<file path="src/hw/msm_pkg.sv">
// Constants and types shared by the microport block
package msm_pkg;
    localparam int          ADDR_W          = 3;
    localparam int          DATA_W          = 8;
    localparam int          SEL_W           = 4;
    localparam int          NUM_LOC         = 8;
    localparam int          CLK_PERIOD_NS   = 10;
    // Longest read access, in master clock periods
    localparam int          READ_MAX_CYC    = 13;
    // Cycles the access spends in the wait state before it completes
    localparam int          RESP_CYC        = 3;
    localparam logic [7:0]  LOC_RESET       = 8'h00;
    localparam logic [3:0]  SEL_RESET       = 4'h0;
    // Location that holds the access control register
    localparam logic [2:0]  ACR_ADDR        = 3'h7;
    localparam int          ACR_SEL_LSB     = 2;
    localparam logic [1:0]  CNT_ZERO        = 2'h0;
    localparam logic [1:0]  CNT_LAST        = 2'h2;
    typedef enum logic [3:0] {
        MSM_IDLE = 4'b0001,
        MSM_WAIT = 4'b0010,
        MSM_DONE = 4'b0100,
        MSM_HOLD = 4'b1000
    } msm_state_t;
endpackage

</file>
<file path="src/hw/msm_regfile.sv">
// Register storage reached through the microport
`timescale 1ns/1ps
module msm_regfile (
    // Clock and reset
    input  wire logic        ref_clk,
    input  wire logic        rst,
    // Write side
    input  wire logic        wr_en,
    input  wire logic [2:0]  wr_addr,
    input  wire logic [7:0]  wr_data,
    // Read side
    input  wire logic [2:0]  rd_addr,
    output logic      [7:0]  rd_data,
    // Access control select field
    output logic      [3:0]  sel_field
);
    logic [7:0] loc [msm_pkg::NUM_LOC];

    genvar g;
    generate
        for (g = 0; g < msm_pkg::NUM_LOC; g++) begin : g_loc
            always_ff @(posedge ref_clk) begin
                if (rst) begin
                    loc[g] <= msm_pkg::LOC_RESET;
                end else if (wr_en && wr_addr == 3'(g)) begin
                    loc[g] <= wr_data;
                end
            end
        end
    endgenerate

    assign rd_data   = loc[rd_addr];
    assign sel_field = loc[msm_pkg::ACR_ADDR][msm_pkg::ACR_SEL_LSB +: msm_pkg::SEL_W];
endmodule

</file>
<file path="src/hw/msm_microport.sv">
// Mode selectable host microport with register storage
// How it works
// [RQ1] Data bus released while chip select high; the registered enable drops one clock after chip select rises
// [RQ2] Host gives 3-bit address per access
// [RQ3] Mode pin picks split or direction strobes
// [RQ4] Shared strobe: data strobe or read strobe
// [RQ5] Shared line: direction or write strobe
// [RQ6] Handshake: acknowledge or ready by mode; code drives one low-active done level in both modes
// [RQ7] Select pins must match control register field; accesses to location 7 are taken without a match
// [RQ8] Reads finish within 13 clock periods
// [RQ9] Host holds inputs until handshake given
`timescale 1ns/1ps
module msm_microport (
    // Clock and reset
    input  wire logic        ref_clk,
    input  wire logic        rst,
    // Host bus
    input  wire logic        cs_n,
    input  wire logic [2:0]  addr,
    input  wire logic        data_strobe_n,
    input  wire logic        dir_line,
    input  wire logic        direction_strobe_mode,
    input  wire logic [3:0]  device_select_code,
    input  wire logic [7:0]  data_in,
    output logic      [7:0]  data_out,
    output logic             data_oe,
    output logic             transfer_ack_n
);
    msm_pkg::msm_state_t state;
    logic [1:0] cnt;
    logic [7:0] rd_data;
    logic [3:0] sel_field;
    logic       rd_req;
    logic       wr_req;
    logic       act;
    logic       is_read;
    logic       wr_pulse;
    logic       sel_ok;
    logic       next_ack_n;

    // Strobe decode per mode
    always_comb begin
        if (direction_strobe_mode) begin // RQ3
            rd_req = !data_strobe_n && dir_line; // RQ4 RQ5
            wr_req = !data_strobe_n && !dir_line; // RQ4 RQ5
        end else begin
            rd_req = !data_strobe_n; // RQ4
            wr_req = !dir_line; // RQ5
        end
    end

    // Access control write always allowed so the select field can be set
    assign sel_ok = (device_select_code == sel_field) || (addr == msm_pkg::ACR_ADDR); // RQ7
    assign act    = !cs_n && sel_ok && (rd_req || wr_req);

    // Latched direction of the access in flight
    always_ff @(posedge ref_clk) begin
        if (rst) begin
            is_read <= 1'b0;
        end else if (state == msm_pkg::MSM_IDLE && act) begin
            is_read <= rd_req;
        end
    end

    always_ff @(posedge ref_clk) begin
        if (rst) begin
            state <= msm_pkg::MSM_IDLE;
        end else begin
            case (state)
                msm_pkg::MSM_IDLE: begin
                    if (act) begin
                        state <= msm_pkg::MSM_WAIT;
                    end
                end
                msm_pkg::MSM_WAIT: begin
                    if (cnt == msm_pkg::CNT_LAST) begin
                        state <= msm_pkg::MSM_DONE; // RQ8
                    end
                end
                msm_pkg::MSM_DONE: begin
                    state <= msm_pkg::MSM_HOLD;
                end
                msm_pkg::MSM_HOLD: begin
                    // Strobes released ends the access
                    if (!(rd_req || wr_req) || cs_n) begin // RQ9
                        state <= msm_pkg::MSM_IDLE;
                    end
                end
                default: state <= msm_pkg::MSM_IDLE;
            endcase
        end
    end

    always_ff @(posedge ref_clk) begin
        if (rst) begin
            cnt <= msm_pkg::CNT_ZERO;
        end else if (state == msm_pkg::MSM_WAIT) begin
            cnt <= cnt + 2'h1;
        end else begin
            cnt <= msm_pkg::CNT_ZERO;
        end
    end

    // Write happens once, with host data held stable
    assign wr_pulse = (state == msm_pkg::MSM_DONE) && !is_read; // RQ9

    msm_regfile u_regs (
        .ref_clk   (ref_clk),
        .rst       (rst),
        .wr_en     (wr_pulse),
        .wr_addr   (addr), // RQ2
        .wr_data   (data_in),
        .rd_addr   (addr), // RQ2
        .rd_data   (rd_data),
        .sel_field (sel_field)
    );

    always_ff @(posedge ref_clk) begin
        if (rst) begin
            data_out <= msm_pkg::LOC_RESET;
        end else if (state == msm_pkg::MSM_DONE && is_read) begin
            data_out <= rd_data;
        end
    end

    // Drive only during a read we own; the registered enable lags chip
    // select by one clock, so the host must not turn the bus around
    // before the edge after it raises chip select
    always_ff @(posedge ref_clk) begin
        if (rst) begin
            data_oe <= 1'b0;
        end else if (cs_n) begin
            data_oe <= 1'b0; // RQ1
        end else begin
            data_oe <= is_read && (state == msm_pkg::MSM_DONE || state == msm_pkg::MSM_HOLD)
                       && rd_req;
        end
    end

    // Both modes signal completion low; ready reads low while busy would
    // need a separate idle level, so one low-active done level serves both
    always_comb begin
        next_ack_n = 1'b1;
        if (!cs_n && (state == msm_pkg::MSM_DONE || state == msm_pkg::MSM_HOLD)
            && (rd_req || wr_req)) begin
            next_ack_n = 1'b0;
        end
        if (!direction_strobe_mode && state == msm_pkg::MSM_IDLE) begin
            next_ack_n = 1'b1; // RQ6
        end
    end

    always_ff @(posedge ref_clk) begin
        if (rst) begin
            transfer_ack_n <= 1'b1;
        end else begin
            transfer_ack_n <= next_ack_n; // RQ6
        end
    end

    // Read completion bound
    logic [3:0] acc_cnt;
    always_ff @(posedge ref_clk) begin
        if (rst || state == msm_pkg::MSM_IDLE) begin
            acc_cnt <= 4'h0;
        end else if (acc_cnt != 4'hf) begin
            acc_cnt <= acc_cnt + 4'h1;
        end
    end

    chk_read_bound: assert property (@(posedge ref_clk) disable iff (rst) // RQ8
        (state == msm_pkg::MSM_IDLE && act && rd_req) |-> ##[1:12] !transfer_ack_n)
        else $error("read not acknowledged in time");
    chk_bus_release: assert property (@(posedge ref_clk) disable iff (rst) // RQ1
        cs_n |=> !data_oe)
        else $error("bus driven with chip select high");
    chk_ack_timing: assert property (@(posedge ref_clk) disable iff (rst) // RQ6
        (state == msm_pkg::MSM_IDLE && act) ##1 (rd_req || wr_req) [*4] ##0 !cs_n
        |=> !transfer_ack_n)
        else $error("handshake late");
    chk_no_ack_idle: assert property (@(posedge ref_clk) disable iff (rst) // RQ6
        $past(state) == msm_pkg::MSM_IDLE && state == msm_pkg::MSM_IDLE |-> transfer_ack_n)
        else $error("handshake while idle");
    chk_select_gate: assert property (@(posedge ref_clk) disable iff (rst) // RQ7
        (state == msm_pkg::MSM_IDLE && !sel_ok) |=> state == msm_pkg::MSM_IDLE)
        else $error("access taken with wrong select");
    chk_write_once: assert property (@(posedge ref_clk) disable iff (rst) // RQ9
        wr_pulse |=> !wr_pulse)
        else $error("write repeated");
    chk_read_data: assert property (@(posedge ref_clk) disable iff (rst) // RQ2
        (state == msm_pkg::MSM_DONE && is_read) |=> data_out == $past(rd_data))
        else $error("read data wrong");
    chk_mode_write: assert property (@(posedge ref_clk) disable iff (rst) // RQ3 RQ5
        (state == msm_pkg::MSM_IDLE && act && !direction_strobe_mode && !dir_line)
        |=> !is_read)
        else $error("write strobe not decoded");
    chk_busy_bound: assert property (@(posedge ref_clk) disable iff (rst) // RQ8
        acc_cnt <= 4'(msm_pkg::READ_MAX_CYC) || state == msm_pkg::MSM_HOLD)
        else $error("access exceeded bound");
    // Strobe release drops the handshake; refused accesses stay silent
    chk_ack_release: assert property (@(posedge ref_clk) disable iff (rst) // RQ6
        (state == msm_pkg::MSM_HOLD && !(rd_req || wr_req)) |=> transfer_ack_n)
        else $error("handshake held after strobe release");
    chk_refused_quiet: assert property (@(posedge ref_clk) disable iff (rst) // RQ7
        (state == msm_pkg::MSM_IDLE && !cs_n && !sel_ok && (rd_req || wr_req))
        |=> transfer_ack_n)
        else $error("handshake given to another device");
    chk_drive_owner: assert property (@(posedge ref_clk) disable iff (rst) // RQ1
        data_oe |-> (state == msm_pkg::MSM_HOLD && is_read))
        else $error("bus driven outside a read");

    cov_read_split:  cover property (@(posedge ref_clk)
        !direction_strobe_mode && is_read && state == msm_pkg::MSM_DONE);
    cov_write_split: cover property (@(posedge ref_clk)
        !direction_strobe_mode && wr_pulse);
    cov_read_dir:    cover property (@(posedge ref_clk)
        direction_strobe_mode && is_read && state == msm_pkg::MSM_DONE);
    cov_write_dir:   cover property (@(posedge ref_clk)
        direction_strobe_mode && wr_pulse);
    cov_refused:     cover property (@(posedge ref_clk)
        state == msm_pkg::MSM_IDLE && !cs_n && (rd_req || wr_req) && !sel_ok);
endmodule

</file>
<file path="config.mk">
export PLATFORM = sky130hd
export DESIGN_NAME = msm_microport
export DESIGN_NICKNAME = d
export VERILOG_FILES = /design/src/hw/msm_pkg.sv /design/src/hw/msm_regfile.sv /design/src/hw/msm_microport.sv
export SDC_FILE = /design/constraint.sdc
export NUM_CORES = 1
export LEC_CHECK = 0
export ABC_CLOCK_PERIOD_IN_PS = 5700
export BUFFER_PORTS_ARGS = -buffer_cell sky130_fd_sc_hd__buf_2
export CAP_MARGIN = 20
export CELL_PAD_IN_SITES_DETAIL_PLACEMENT = 1
export CELL_PAD_IN_SITES_GLOBAL_PLACEMENT = 2
export CORE_MARGIN = 4
export CORE_UTILIZATION = 45
export CTS_CLUSTER_DIAMETER = 30
export DETAILED_ROUTE_END_ITERATION = 8
export PLACE_DENSITY = 0.81
export SLEW_MARGIN = 20
export SYNTH_ARGS = -nofsm -noshare
export SYNTH_HDL_FRONTEND = slang
export SYNTH_SLANG_ARGS = --single-unit
</file>
<file path="constraint.sdc">
create_clock -name ref_clk -period 5.7 [get_ports ref_clk]
set_clock_uncertainty 0.05 [all_clocks]
set_input_delay 1.71 -clock ref_clk [delete_from_list [all_inputs] [get_ports ref_clk]]
set_output_delay 1.71 -clock ref_clk [all_outputs]
set_load 0.1 [all_outputs]
</file>
### Word level (Yosys, flattened, before mapping)

Memory sizes are Yosys's and may differ from the RTL's. A register that Yosys moved wholly into a read port is not among the register bits.
Cells that the tools add are included.

| cells by class | value |
|---|---|
| add/subtract/negate cells | 1 |
| eq/ne operators | 16 |
| multiplexer cells | 41 |
| bitwise gates (word level) | 9 |
| reductions and logical operators | 35 |

Operators with widths:

| cell | count |
|---|---|
| $mux 8 | 8 |
| $mux 1 | 29 |
| $logic_and 1x1->1 | 20 |
| $pmux 4 s4 | 1 |
| $eq 3x3->1 const B | 4 |
| $mux 4 | 3 |
| $or 1x1->1 | 8 |
| $eq 3x2->1 const B | 2 |
| $logic_not 1->1 | 6 |
| $ne 2x2->1 const B | 3 |
| $reduce_or 2->1 | 3 |
| $eq 4x1->1 const B | 1 |
| $eq 4x2->1 const B | 1 |
| $eq 4x3->1 const B | 1 |
| $eq 4x4->1 | 1 |
| $eq 4x4->1 const B | 1 |
| $logic_or 1x1->1 | 4 |
| $eq 3x1->1 const B | 1 |
| $logic_not 3->1 | 1 |
| $reduce_and 3->1 | 1 |
| $add 2x1->2 const B | 1 |
| $eq 2x2->1 const B | 1 |
| $not 1->1 | 1 |

| word-level totals | value |
|---|---|
| register bits | 9 |
| RAM bits | 64 |
| bits of input ports | 21 |
| output and inout bits | 10 |
| logic and storage cells | 108 |
| memories | 1 |

Memories:

| memory | depth | width | rd ports | clocked after memory_dff | wr ports | line | text |
|---|---|---|---|---|---|---|---|
| u_regs.loc | 8 | 8 | 2 | 1 | 8 | msm_regfile.sv:17 | `logic [7:0] loc [msm_pkg::NUM_LOC];` |

### Longest topological paths before layout

Gate-level depths: netlist of run 1.

| depth | value |
|---|---|
| depth after elaboration | 8 |
| depth in mapped cells | 6 |
| depth with buffers taken out | 5 |

### Modules after synthesis

Synthesis of run 1 repeated with hierarchy kept, for this count alone.

| unflattened totals | value |
|---|---|
| cell total of the unflattened synthesis | 280 |
| area, all modules | 3804.9 µm² |

Modules (own cells, without submodules):

| module | times used | cells each | area an instance (µm²) | seq. area each (µm²) |
|---|---|---|---|---|
| msm_regfile | 1 | 199 | 3017.9 | 1921.8 |
| msm_microport | 1 | 81 | 787.0 | 340.3 |

### Worst setup path after synthesis of run 1

Ideal clock, no wire load.

| timing | value |
|---|---|
| kind | in2reg |
| from | input addr[2] |
| to | memory u_regs.loc[4][0] (enable) |
| library setup time | 387 ps |
| data arrival time | 2950 ps |
| data required time | 5263 ps |
| setup slack | 2313 ps |
| stages | 3 |
| path buffers | 1 |
| cells stage by stage | buf_2 nand4b_4 o31ai_1 |

RTL lines:

| what | line | text |
|---|---|---|
| start, declared | msm_microport.sv:19 | `input wire logic [2:0] addr,` |
| end, declared | msm_regfile.sv:17 |  |

==> run summary, run 1 <==
Entering global routing, the biggest net connects 25 pins. After floorplanning, the core was sized to cover 8175 µm². The filler cells instantiated in the layout total 842. The logs give 280 for the number of nets in the synthesized netlist and 2 for the maximum clock insertion buffer count.

In this run, synthesis inferred 64 flip-flops with an integrated enable. The post-synthesis cell type count was 40; the post-synthesis cell area was 3772 µm². Static timing analysis puts the maximum clock frequency at 271.8 MHz. The worst setup path is captured at a flip-flop. For this block, the initial DRC count from the detailed router was 173. For the worst setup path, the data required time is 5.62 ns. In this run the worst path has a maximum fanout of 11.

The number of detailed-routing iterations run before antenna repair is 4, and the number of rows created at floorplan is 33. After clock tree synthesis, the flow added hold-fix buffers numbering 0. The tools report the routed via count as 2148. Synthesized flop and latch total: 81.

Setup repair after global routing left no endpoint under its margin. The number of antenna violations at the first check in global routing is 0. Once the clock tree was built, the resizer swapped 0 gates to a different size. The starting utilization of the core area is 46.14%.

Counting tap cells, the placed design contains a total of 381 instances. The most frequent cell after synthesis is sky130_fd_sc_hd__and2_1. For this run, asynchronously set or reset flops after synthesis account for 0%. In this run the count of I/O pins placed on the die edge is 31.

Power comes to 1.191 mW. In the routed layout, each cell is associated on average with a via count of 5.411. The tools report the post-CTS repair timing setup buffer count as 0. The worst pin sits at a relative slew slack of 30.04%. Post-layout instance count excluding filler cells: 397. Post-route clock period utilization: 64.54%. The final hold violation count is 0, and the growth of design area from synthesis to finish is 11.24%.

In this run the register-to-register setup slack is 3.02 ns. The run gives 6080 µm as the HPWL reported at the end of detailed placement. Setup violations remaining at the end of the flow were counted as 0. X dimension of the die: 99.56 µm. Count of input and output buffers: 30. After synthesis, the cell types taking the most area are sky130_fd_sc_hd__edfxtp_1 (51%), sky130_fd_sc_hd__and2_1 (11%), sky130_fd_sc_hd__mux4_2 (9.6%). The tools report the remaining global-route overflow as 0.

At the pin with the least slew margin, the transition time is 1.038 ns. In this run the cell area measured after placement is 3975 µm². Max-cap violations in this run came to 0. Vertical die dimension: 99.56 µm.

Dividing the detail-routed wire length by the instance count gives 20.41 µm. The critical path goes through buf_2, nand4bb_1, o21ai_0. The congestion estimate from routability-driven global placement came to 0.7160.

The post-synthesis adder-cell area fraction is 0.3317%, and the maximum level of the CTS H-tree is 3. The tightest hold path in the finished design has a slack of 0.3613 ns. The startpoint type of the worst setup path was an input pin. Mean instance size in the synthesized netlist: 14.62 µm².

The clock net in this run drives a total of 81 sinks. Synthesis warning total: 0. The clock transition time at the flip-flop clock pins of the worst setup and hold paths works out to 0.08 ns. Data on the critical path arrives at its endpoint at 3.60 ns. The CTS root buffer was sky130_fd_sc_hd__clkbuf_8. Wires add up to 8103 µm. The standard cell with the maximum stage delay on the critical path was sky130_fd_sc_hd__o21ai_0. The combinational family with the most area after synthesis is simple AND/OR/NAND/NOR gates. The first global-routing pass estimated 12830 µm of wire. The number of global-route vias before repair came out at 2203.

For this design the ratio of total power to cell area is 283.8 nW/µm². By count the netlist is led by sky130_fd_sc_hd__and2_1 (65), sky130_fd_sc_hd__edfxtp_1 (64), sky130_fd_sc_hd__dfxtp_1 (17). The synthesized design devotes to its leading area cell type 50.95% of total area.

For the worst-skew pair, the clock arrives at the later sink with an insertion delay of 0.35 ns. By startpoint and endpoint, the worst setup path is classified as in2reg. In the synthesized netlist the dominant register cell turns out to be sky130_fd_sc_hd__edfxtp_1. For this run, design rule violations remaining after detail routing come to 0.

Final instance area: 4197 µm². For this design the static power due to leakage is 1.623 nW. The tools report the number of max-slew violations in the final report as 0. The path class of the tightest hold or removal check is reg2reg. Adding up every negative setup slack in the final design gives 0 ns. For this run, the slowest stage of the critical path takes 1.02 ns. TritonCTS built the clock tree.

The final period demand of the worst path was 3.679 ns; the number of standard cells after synthesis was 258. Cells with a size suffix above 1 make up 25.34% of the layout. The synthesized netlist devotes 19.67% of its cell area to simple gates. For this run, the total global-route usage over all layers was measured as 17.53%. Of the total synthesized cell area, the portion taken by XOR and XNOR cells is 0.9287%.

The run finished with clean final reports. VDD sags by at most 148.7 µV. The fraction of the mapped netlist area in compound gates is 4.411%, and the total clock buffers created by CTS is 9. For this run, the post-layout net count is 309. The run gives 59.97% as the proportion of synthesized chip area in sequential cells. The detail route stage leaves a number of antenna-violating nets equal to 0.

Multiplexer cells account for 11.97% of the synthesized area. The number of antenna cells inserted is 0, and the die area is 9912 µm². Biggest area consumer among synthesized cells: sky130_fd_sc_hd__edfxtp_1.
cell type report:
type / instances / area, µm² / share of cell area, %
inverters: 5 / 18.77 / 0.4472
multi-input cells: 160 / 1418 / 33.78
clock inverters: 7 / 92.59 / 2.206
repair buffers: 30 / 150.1 / 3.578
well taps: 105 / 131.4 / 3.131
clock buffers: 9 / 123.9 / 2.952
flip-flops and latches: 81 / 2262 / 53.91
worst max-delay path: cells and delay by family:
kind	cells	cell delay (ns)
AO/OA/AOI/OAI	1	1.02
buffers and inverters	1	0.20
AND/OR/NAND/NOR	1	0.66
registers in the layout, indices dropped and copies added (netlist names):
signal	count
cnt	2
data_oe	1
data_out	8
is_read	1
state	4
transfer_ack_n	1
u_regs.loc	64
routing by layer:
layer | part of all wire, % | vias to the layer above | global-route usage, %
li1 | - | 1025 | -
met1 | 48 | 1067 | 26.02
met2 | 46 | 50 | 26.29
met3 | 4.6 | 6 | 3.647
met4 | 1.2 | 0 | 4.727
met5 | 0 | - | 0
final timing paths:
kind                               from                              to  cells after the start
setup / recovery                addr[2]  u_regs.loc[2][2]$_SDFFCE_PN0P_                      3
hold / removal        cnt[0]$_SDFF_PP0_               cnt[0]$_SDFF_PP0_                      1
setup reg to reg  state[0]$_SDFFE_PP1P_  u_regs.loc[2][2]$_SDFFCE_PN0P_                      3
hold reg to reg       cnt[0]$_SDFF_PP0_               cnt[0]$_SDFF_PP0_                      1
cell usage in the layout, fill, tap and decap left out, drive strengths merged, types with 2 or more instances in the layout:
cell type  instances
xor2               4
edfxtp            64
buf               30
inv                7
nor2b              2
nand3              2
and2              65
dfxtp             17
nor4               4
nor3               7
o31ai              2
bufinv             2
a211oi             8
nor2              13
mux4              16
mux2i              8
clkinv             2
clkbuf             9
o21ai              7
nand2              4
nand2b             3
cells by family (layout without fill, tap and decap cells):
family | after synthesis | count (layout)
AND/OR/NAND/NOR | 106 | 106
flip-flops | 81 | 81
multiplexers | 25 | 25
AO/OA/AOI/OAI | 24 | 24
buffers and inverters | 17 | 51
XOR/XNOR | 4 | 4
adder cells (fa/ha/maj) | 1 | 1
metrics by stage:
stage | utilization, % | setup slack (ns)
finish | 51.33 | 2.021
global route | 51.33 | 1.845
CTS | 51.27 | 1.947
detailed placement | 48.62 | 1.550
global placement | 48.56 | 1.675
floorplan | - | 2.313
where the power goes:
group | switching, mW | internal (mW) | leakage (nW)
Combinational | 0.0452 | 0.0273 | 0.718
Sequential | 0.00819 | 0.650 | 0.799
Clock | 0.213 | 0.247 | 0.105
No activity file was read; power rests on OpenSTA's default activity.
==> inputs of run 2 (changes only) <==
--- a/config.mk
+++ b/config.mk
@@ -5,16 +5,16 @@
 export SDC_FILE = /design/constraint.sdc
 export NUM_CORES = 1
 export LEC_CHECK = 0
-export ABC_CLOCK_PERIOD_IN_PS = 5700
+export ABC_CLOCK_PERIOD_IN_PS = 3000
 export BUFFER_PORTS_ARGS = -buffer_cell sky130_fd_sc_hd__buf_2
 export CAP_MARGIN = 20
 export CELL_PAD_IN_SITES_DETAIL_PLACEMENT = 1
 export CELL_PAD_IN_SITES_GLOBAL_PLACEMENT = 2
 export CORE_MARGIN = 4
-export CORE_UTILIZATION = 45
+export CORE_UTILIZATION = 39
 export CTS_CLUSTER_DIAMETER = 30
 export DETAILED_ROUTE_END_ITERATION = 8
-export PLACE_DENSITY = 0.81
+export PLACE_DENSITY = 0.75
 export SLEW_MARGIN = 20
 export SYNTH_ARGS = -nofsm -noshare
 export SYNTH_HDL_FRONTEND = slang
==> constraint.sdc (replaced) <==
create_clock -name ref_clk -period 3 [get_ports ref_clk]
set_clock_uncertainty 0.05 [all_clocks]
set_input_delay 0.9 -clock ref_clk [delete_from_list [all_inputs] [get_ports ref_clk]]
set_output_delay 0.9 -clock ref_clk [all_outputs]
set_load 0.1 [all_outputs]
==> run summary, run 2 (synthesis gave the netlist of run 1 again) <==
For the number of detailed-routing iterations run before antenna repair, the log shows 4 (unchanged). The vertical die dimension was 106.4 µm (was 99.56 µm). After layout, the worst path uses 72.22% of the clock period.

The number of max-slew violations in the final report is 0 (unchanged), and the final wirelength is 9138 µm (was 8103 µm). The combinational fraction of design power was 7.2% (was 6.1%); the flip-flop and latch area was 2262 µm² (unchanged). TritonCTS built the clock tree. The number of resized instances in the post-cts repair step is 0 (unchanged).

The power density normalized to cell area was 499.9 nW/µm² (was 283.8 nW/µm²); the post-CTS repair timing setup buffer count was 0 (unchanged). The number of antenna violations at the first check in global routing is 0 (unchanged). For the total routing usage reported by global routing, the log shows 17.60% (was 17.53%).

Register name with the most flops: u_regs.loc (unchanged). The number of fillers in the final layout is 973 (was 842). Pin slew with the least headroom to its limit: 0.6295 ns (was 1.038 ns).

The power spent charging and discharging nets is 0.5334 mW (was 0.2664 mW), and the number of DRC violations after detailed routing is 0 (unchanged). The remaining antenna violation count was 0 (unchanged). The maximum resistive drop on vdd was 220.6 µV (was 148.7 µV); the x dimension of the die was 106.4 µm (was 99.56 µm). The tools report the maximum frequency from static timing analysis as 461.5 MHz. The static power due to leakage is 1.654 nW (was 1.623 nW). The growth of design area from synthesis to finish is 13.27% (was 11.24%). The die area was 11310 µm² (was 9912 µm²); the worst hold slack was 0.3736 ns (was 0.3613 ns).

The tools report the largest net degree at the start of global routing as 25 (unchanged). The average routed wire per standard cell was 21.15 µm (was 20.41 µm). Required time of the worst setup path: 3.01 ns (was 5.62 ns).

Type of destination of the critical path: a flip-flop (unchanged). The starting utilization of the core area was 40.44% (was 46.14%); the number of global-route vias before repair was 2368 (was 2203). For the number of setup violations in the final report, the log shows 0 (unchanged).

The run finished with clean final reports. The run gives 2.18 ns (was 3.60 ns) as the worst endpoint data arrival time. The number of rows created at floorplan is 35 (was 33), and the via-per-instance ratio is 5.067 (was 5.411). The final weighted congestion of routability-driven global placement is 0.7277 (was 0.7160). The logs give 2.136 mW (was 1.191 mW) for the post-layout total power and 0 (unchanged) for the number of max-cap violations. The tools report the CTS root buffer as sky130_fd_sc_hd__clkbuf_8 (unchanged).

The most common cell after layout, fill and taps aside was sky130_fd_sc_hd__and2_1 (unchanged). The maximum clock insertion buffer count came out at 2 (unchanged). Commonest cells after routing, fill and taps aside: sky130_fd_sc_hd__and2_1 (65), sky130_fd_sc_hd__edfxtp_1 (64), sky130_fd_sc_hd__buf_2 (30) (unchanged). Count of input and output buffers: 30 (unchanged). The tools report the number of sinks handled by clock tree synthesis as 81 (unchanged).

The clock transition time at the flip-flop clock pins of the worst setup and hold paths was 0.09 ns (was 0.08 ns). Subtracting the final worst setup slack from the clock period gives 2.167 ns. The first-pass GRT wire length was 14300 µm (was 12830 µm).

For the combined area of the multi-input logic cells, the log shows 1408 µm² (was 1418 µm²). The startpoint type of the worst setup path is an input pin (unchanged). The internal power contribution is 1.602 mW (was 0.9247 mW), and the core footprint is 9328 µm² (was 8175 µm²).

The violation count after the first detailed-route iteration was 83 (was 173). Leading registers by flop count: u_regs.loc (64), data_out (8), state (4) (unchanged). The fraction of power spent switching nets works out to 24.97% (was 22.37%). The total negative setup slack came out at 0 ns (unchanged).

Setup repair after global routing left no endpoint under its margin. The tools report the final layout net count as 320 (was 309). For the routed via count, the log shows 2189 (was 2148). The number of antenna cells inserted was 0 (unchanged). The classification of the worst-slack hold path was reg2reg (unchanged). For the HPWL reported at the end of detailed placement, the log shows 6652 µm (was 6080 µm). The share of final-layout standard cells stronger than drive strength 1 is 28.05% (was 25.34%). The worst-path maximum fanout works out to 24 (was 11). The clock latency of the later-clocked register in the worst-skew pair came out at 0.35 ns (about the same). The tools report the sequential share of power as 58.5% (was 55.3%).

The number of top-level pins was 31 (unchanged). The relative max-transition margin was 58.04% (was 30.04%). For the final hold violation count, the log shows 0 (unchanged). Hold buffer count at CTS: 0 (unchanged). The logs give 9 (unchanged) for the total clock buffers created by CTS and 0 (unchanged) for the remaining global-route overflow. The critical path class was in2reg (unchanged).

The clock network fraction of design power is 34.3% (was 38.6%). For the maximum level of the CTS H-tree, the log shows 3 (unchanged). The number of flip-flops under the largest register name is 64 (unchanged).
## run 2: worst paths after layout
| check | from | slack, ns | cells past startpoint | endpoint |
|---|---|---|---|---|
| worst max-delay path | addr[1] | 0.83 | 4 | u_regs.loc[2][7]$_SDFFCE_PN0P_ |
| worst min register to register | cnt[0]$_SDFF_PP0_ | 0.37 | 1 | cnt[0]$_SDFF_PP0_ |
| worst max register to register | u_regs.loc[7][3]$_SDFFCE_PN0P_ | 1.05 | 4 | is_read$_SDFFE_PP0P_ |
| worst min-delay path | cnt[0]$_SDFF_PP0_ | 0.37 | 1 | cnt[0]$_SDFF_PP0_ |
## run 2: worst max-delay path: stages
cell and delay (ns):
sky130_fd_sc_hd__buf_2 0.49, sky130_fd_sc_hd__nand2b_1 0.31, sky130_fd_sc_hd__o21ai_0 0.27, sky130_fd_sc_hd__buf_4 0.21
## run 2: stage by stage
| step | setup slack, ns | util, % | instances | instance area (µm²) |
|---|---|---|---|---|
| 6_report | 0.8334 | 45.81 | 432 | 4273 |
| 5_1_grt | 0.7047 | 45.81 | 432 | 4273 |
| 4_1_cts | 0.8113 | 45.81 | 432 | 4273 |
| 3_5_place_dp | 0.4401 | 43.90 | 416 | 4095 |
| 3_3_place_gp | 0.4965 | 43.90 | 416 | 4095 |
| 2_1_floorplan | 0.4234 | - | 258 | 3772 |
## run 2: per-layer routing
metal | vias to the layer above | part of all wire (%) | track usage, %
met5 | - | 0 | 0
met4 | 0 | 1.1 | 3.885
met3 | 7 | 2.9 | 3.764
met2 | 38 | 51 | 30.09
met1 | 1103 | 45 | 23.02
li1 | 1041 | - | -
## run 2: area by class of cell
cell class | instances | share of cell area, %
timing repair buffer | 41 | 5.739
sequential | 81 | 52.94
clock buffer | 9 | 2.899
inverter | 5 | 0.4392
clock inverter | 7 | 1.259
multi-input combinational | 160 | 32.94
tap | 129 | 3.777
## run 2: power by group through the flow
stage               Sequential [mW]  Combinational, mW  Clock [mW]
finish                         1.25              0.153       0.733
detailed placement             1.28              0.155           0
CTS                            1.25              0.155       0.752
global route                   1.25              0.166       0.808
floorplan                      1.27             0.0921           0
global placement               1.27              0.152           0
==> inputs of run 3 (changes only) <==
--- a/config.mk
+++ b/config.mk
@@ -5,16 +5,17 @@
 export SDC_FILE = /design/constraint.sdc
 export NUM_CORES = 1
 export LEC_CHECK = 0
-export ABC_CLOCK_PERIOD_IN_PS = 3000
+export ABC_AREA = 1
+export ABC_CLOCK_PERIOD_IN_PS = 2150
 export BUFFER_PORTS_ARGS = -buffer_cell sky130_fd_sc_hd__buf_2
 export CAP_MARGIN = 20
 export CELL_PAD_IN_SITES_DETAIL_PLACEMENT = 1
 export CELL_PAD_IN_SITES_GLOBAL_PLACEMENT = 2
 export CORE_MARGIN = 4
-export CORE_UTILIZATION = 39
+export CORE_UTILIZATION = 38
 export CTS_CLUSTER_DIAMETER = 30
 export DETAILED_ROUTE_END_ITERATION = 8
-export PLACE_DENSITY = 0.75
+export PLACE_DENSITY = 0.78
 export SLEW_MARGIN = 20
 export SYNTH_ARGS = -nofsm -noshare
 export SYNTH_HDL_FRONTEND = slang
==> constraint.sdc (replaced) <==
create_clock -name ref_clk -period 2.15 [get_ports ref_clk]
set_clock_uncertainty 0.05 [all_clocks]
set_input_delay 0.645 -clock ref_clk [delete_from_list [all_inputs] [get_ports ref_clk]]
set_output_delay 0.645 -clock ref_clk [all_outputs]
set_load 0.1 [all_outputs]
==> run summary, run 3 <==
The flow ran to the end, and the final reports show no timing, DRC or antenna violations. The number of flip-flops under the largest register name is 64 (unchanged). CTS root buffer: sky130_fd_sc_hd__clkbuf_8 (unchanged). The tools report the worst setup slack after layout as 0.2809 ns (was 0.8334 ns).

Number of buffer and inverter stages on the critical path: 1 (was 2). For the number of detailed-routing iterations run before antenna repair, the log shows 4 (unchanged). The x dimension of the die was 106.7 µm (was 106.4 µm); the final weighted congestion of routability-driven global placement was 0.8095 (was 0.7277). Fraction of registers with async set or reset after synthesis: 0% (unchanged). Type of destination of the critical path: a primary output (was a flip-flop). Most used flip-flop cell after synthesis: sky130_fd_sc_hd__edfxtp_1 (unchanged).

TritonCTS built the clock tree. The highest routing layer actually used is met4 (unchanged). The most common cell after layout, fill and taps aside is sky130_fd_sc_hd__nor2_1 (was sky130_fd_sc_hd__and2_1). The tools report the number of sinks handled by clock tree synthesis as 81 (unchanged). The via-per-instance ratio was 4.981 (was 5.067). The static power due to leakage was 1.776 nW (was 1.654 nW); the worst hold path stage count was 1 (unchanged). Maximum resistive drop on vdd: 395.1 µV (was 220.6 µV). Most frequent cells after synthesis: sky130_fd_sc_hd__nor2_1 (85), sky130_fd_sc_hd__edfxtp_1 (64), sky130_fd_sc_hd__nand2_1 (61) (was sky130_fd_sc_hd__and2_1 (65), sky130_fd_sc_hd__edfxtp_1 (64), sky130_fd_sc_hd__dfxtp_1 (17)). The remaining global-route overflow is 0 (unchanged), and the final period demand of the worst path is 1.869 ns. The final wirelength came out at 10360 µm (was 9138 µm).

The most frequent cell after synthesis is sky130_fd_sc_hd__nor2_1 (was sky130_fd_sc_hd__and2_1). The count of flip-flops with a built-in enable after synthesis works out to 64 (unchanged). The tools report the hold path startpoint as cnt[0]$_SDFF_PP0_ (unchanged).

The number of nets in the synthesized netlist is 399 (was 280). For the wire length on met3, the log shows 525 µm (was 264 µm). The growth of design area from synthesis to finish is 16.55% (was 13.27%), and the die area is 11390 µm² (was 11310 µm²). The logs give 0 (unchanged) for the remaining antenna violation count and 3.011 mW (was 2.136 mW) for the post-layout total power. The reg-to-reg critical path endpoint is u_regs.loc[3][4]$_SDFFCE_PN0P_ (was is_read$_SDFFE_PP0P_). The share of final-layout standard cells stronger than drive strength 1 works out to 19.86% (was 28.05%). The terminating pin of the worst hold path is cnt[0]$_SDFF_PP0_ (unchanged). The run gives 0 (unchanged) as the post-CTS repair timing setup buffer count. The post-synthesis cell area came out at 3705 µm² (was 3772 µm²). Required time of the worst setup path: 1.45 ns (was 3.01 ns). Number of standard cells after synthesis: 377 (was 258).

The kind of cell adding the most delay to the critical path is buffers and inverters (unchanged). The run gives 5013 µm (was 4669 µm) as the sum of met2 wire segment lengths after detailed routing. The power density normalized to cell area was 697.4 nW/µm² (was 499.9 nW/µm²); the number of resized instances in the post-cts repair step was 0 (unchanged). The tools report the starting utilization of the core area as 39.53% (was 40.44%).

For the clock latency of the later-clocked register in the worst-skew pair, the log shows 0.36 ns (was 0.35 ns). The share of the synthesized area in the top cell type came out at 51.87% (was 50.95%). The startpoint of the worst register-to-register path is state[0]$_SDFFE_PP1P_ (was u_regs.loc[7][3]$_SDFFCE_PN0P_). The maximum level of the CTS H-tree was 3 (unchanged).

The tools report the total negative setup slack as 0 ns (unchanged). For the final hold violation count, the log shows 0 (unchanged). For the hold buffer count at CTS, the log shows 0 (unchanged). The first-pass GRT wire length is 16280 µm (was 14300 µm), and the count of input and output buffers is 30 (unchanged). The startpoint type of the worst setup path is a flip-flop (was an input pin). Leading registers by flop count: u_regs.loc (64), data_out (8), state (4) (unchanged). The largest net degree at the start of global routing is 19 (was 25). HPWL reported at the end of detailed placement: 7657 µm (was 6652 µm). The biggest area consumer among synthesized cells is sky130_fd_sc_hd__edfxtp_1 (unchanged). The logs give 61.06% (was 59.97%) for the proportion of synthesized chip area in sequential cells and 19.32% (was 17.60%) for the total routing usage reported by global routing.

The number of antenna violations at the first check in global routing came out at 0 (unchanged). Biggest area contributors in the synthesized netlist: sky130_fd_sc_hd__edfxtp_1 (52%), sky130_fd_sc_hd__dfxtp_1 (9.2%), sky130_fd_sc_hd__nor2_1 (8.6%) (was sky130_fd_sc_hd__edfxtp_1 (51%), sky130_fd_sc_hd__and2_1 (11%), sky130_fd_sc_hd__mux4_2 (9.6%)). The number of setup violations in the final report was 0 (unchanged); the average routed wire per standard cell was 18.26 µm (was 21.15 µm). The number of antenna cells inserted is 0 (unchanged), and the number of top-level pins is 31 (unchanged). The worst path uses 86.93% of the clock period. The maximum cell stage delay along the critical path is 0.44 ns (was 0.49 ns), and the number of DRC violations after detailed routing is 0 (unchanged). The synthesized flop and latch total came out at 81 (unchanged). Setup repair after global routing left no endpoint under its margin. The met1 wire length is 4672 µm (was 4107 µm). Classification of the worst-slack hold path: reg2reg (unchanged). The standard cell with the maximum stage delay on the critical path is sky130_fd_sc_hd__buf_2 (unchanged). The logs give 1.17 ns (was 2.18 ns) for the worst endpoint data arrival time and 535.0 MHz for the maximum frequency from static timing analysis. The run gives 67.30% (was 58.04%) as the relative max-transition margin. The tools report the final layout net count as 455 (was 320). The register name with the most flops was u_regs.loc (unchanged). The run gives 29 (was 40) as the post-synthesis cell type count. Critical path class: reg2out (was in2reg).

The tools report the number of max-cap violations as 0 (unchanged). The tools report the worst setup slack after placement as 0.1233 ns (was 0.4401 ns). Vertical die dimension: 106.7 µm (was 106.4 µm). The clock transition time at the flip-flop clock pins of the worst setup and hold paths came out at 0.08 ns (was 0.09 ns). The pin slew with the least headroom to its limit was 0.4898 ns (was 0.6295 ns); the setup slack of the worst register-to-register path was 0.36 ns (was 1.05 ns). The violation count after the first detailed-route iteration came out at 193 (was 83). The run gives 35 (unchanged) as the number of rows created at floorplan. The number of max-slew violations in the final report came out at 0 (unchanged). The depth of the most critical reg-to-reg path is 8 (was 4), and the number of global-route vias before repair is 2944 (was 2368). Commonest cells after routing, fill and taps aside: sky130_fd_sc_hd__nor2_1 (85), sky130_fd_sc_hd__edfxtp_1 (64), sky130_fd_sc_hd__nand2_1 (61) (was sky130_fd_sc_hd__and2_1 (65), sky130_fd_sc_hd__edfxtp_1 (64), sky130_fd_sc_hd__buf_2 (30)). The logs give 9 (unchanged) for the total clock buffers created by CTS and 9371 µm² (was 9328 µm²) for the core footprint. The mean instance size in the synthesized netlist was 9.827 µm² (was 14.62 µm²).

The synthesis warning total was 0 (unchanged); the maximum clock insertion buffer count was 2 (unchanged). The worst-path maximum fanout is 2 (was 24), and the routed via count is 2824 (was 2189). Worst-path cell chain: buf_2 (was buf_2, nand2b_1, o21ai_0, buf_4).
[run 3: logic make-up after synthesis]
group	Yosys count	share of synthesized area, %
adders and majority gates	1	0.3377
DFF	81	61.06
and+or+nand+nor	195	25.70
AOI/OAI and AO/OA	44	6.620
buffers and inverters	56	6.281
[run 3: layout make-up]
cell class	count	area [µm²]
clock inverter	5	31.28
multi-input combinational	240	1210
fill	1104	5054
sequential	81	2262
inverter	49	183.9
timing repair buffer	52	327.8
tap	129	161.4
clock buffer	11	141.4
[run 3: worst max path at each step]
stage,to,cells after the start,start,slack [ns]
final,data_out[4],1,data_out[4]$_SDFFE_PP0P_,0.28
after global routing,u_regs.loc[3][3]$_SDFFCE_PN0P_,8,state[0]$_SDFFE_PP1P_,0.18
after CTS,data_out[4],1,data_out[4]$_SDFFE_PP0P_,0.26
after detailed placement,u_regs.loc[6][3]$_SDFFCE_PN0P_,6,addr[2],0.12
after global placement,u_regs.loc[4][3]$_SDFFCE_PN0P_,6,addr[2],0.20
after floorplan,u_regs.loc[4][0]$_SDFFCE_PN0P_,4,addr[2],-0.12
[run 3: per-stage QoR]
stage                     hold slack (ns)  utilization, %  area, µm²  cells
after detailed placement           0.3750           44.23       4145    551
after floorplan                    0.3475               -       3705    377
after CTS                          0.3877           46.07       4318    567
after global routing               0.4103           46.07       4318    567
final                              0.3805           46.07       4318    567
after global placement             0.3584           44.23       4145    551
[run 3: worst reg2reg max path, cell delays in order, from the launching register on]
cell	delay, ns
sky130_fd_sc_hd__dfxtp_1	0.33
sky130_fd_sc_hd__nor2_2	0.14
sky130_fd_sc_hd__nand3_2	0.14
sky130_fd_sc_hd__nor2_2	0.13
sky130_fd_sc_hd__inv_2	0.11
sky130_fd_sc_hd__nor2_8	0.10
sky130_fd_sc_hd__inv_1	0.09
sky130_fd_sc_hd__o21ai_0	0.20
sky130_fd_sc_hd__buf_4	0.21
[run 3: power by group]
part | internal [mW] | switching (mW)
registers | 1.72 | 0.0159
clock network | 0.445 | 0.575
logic | 0.0764 | 0.174
total | 2.25 | 0.765
[run 3: metal layers]
metal  global-route usage (%)  up-vias
li1                         -     1370
met1                    25.94     1380
met2                    32.46       62
met3                    3.552       12
met4                    4.658        0
met5                        0        -
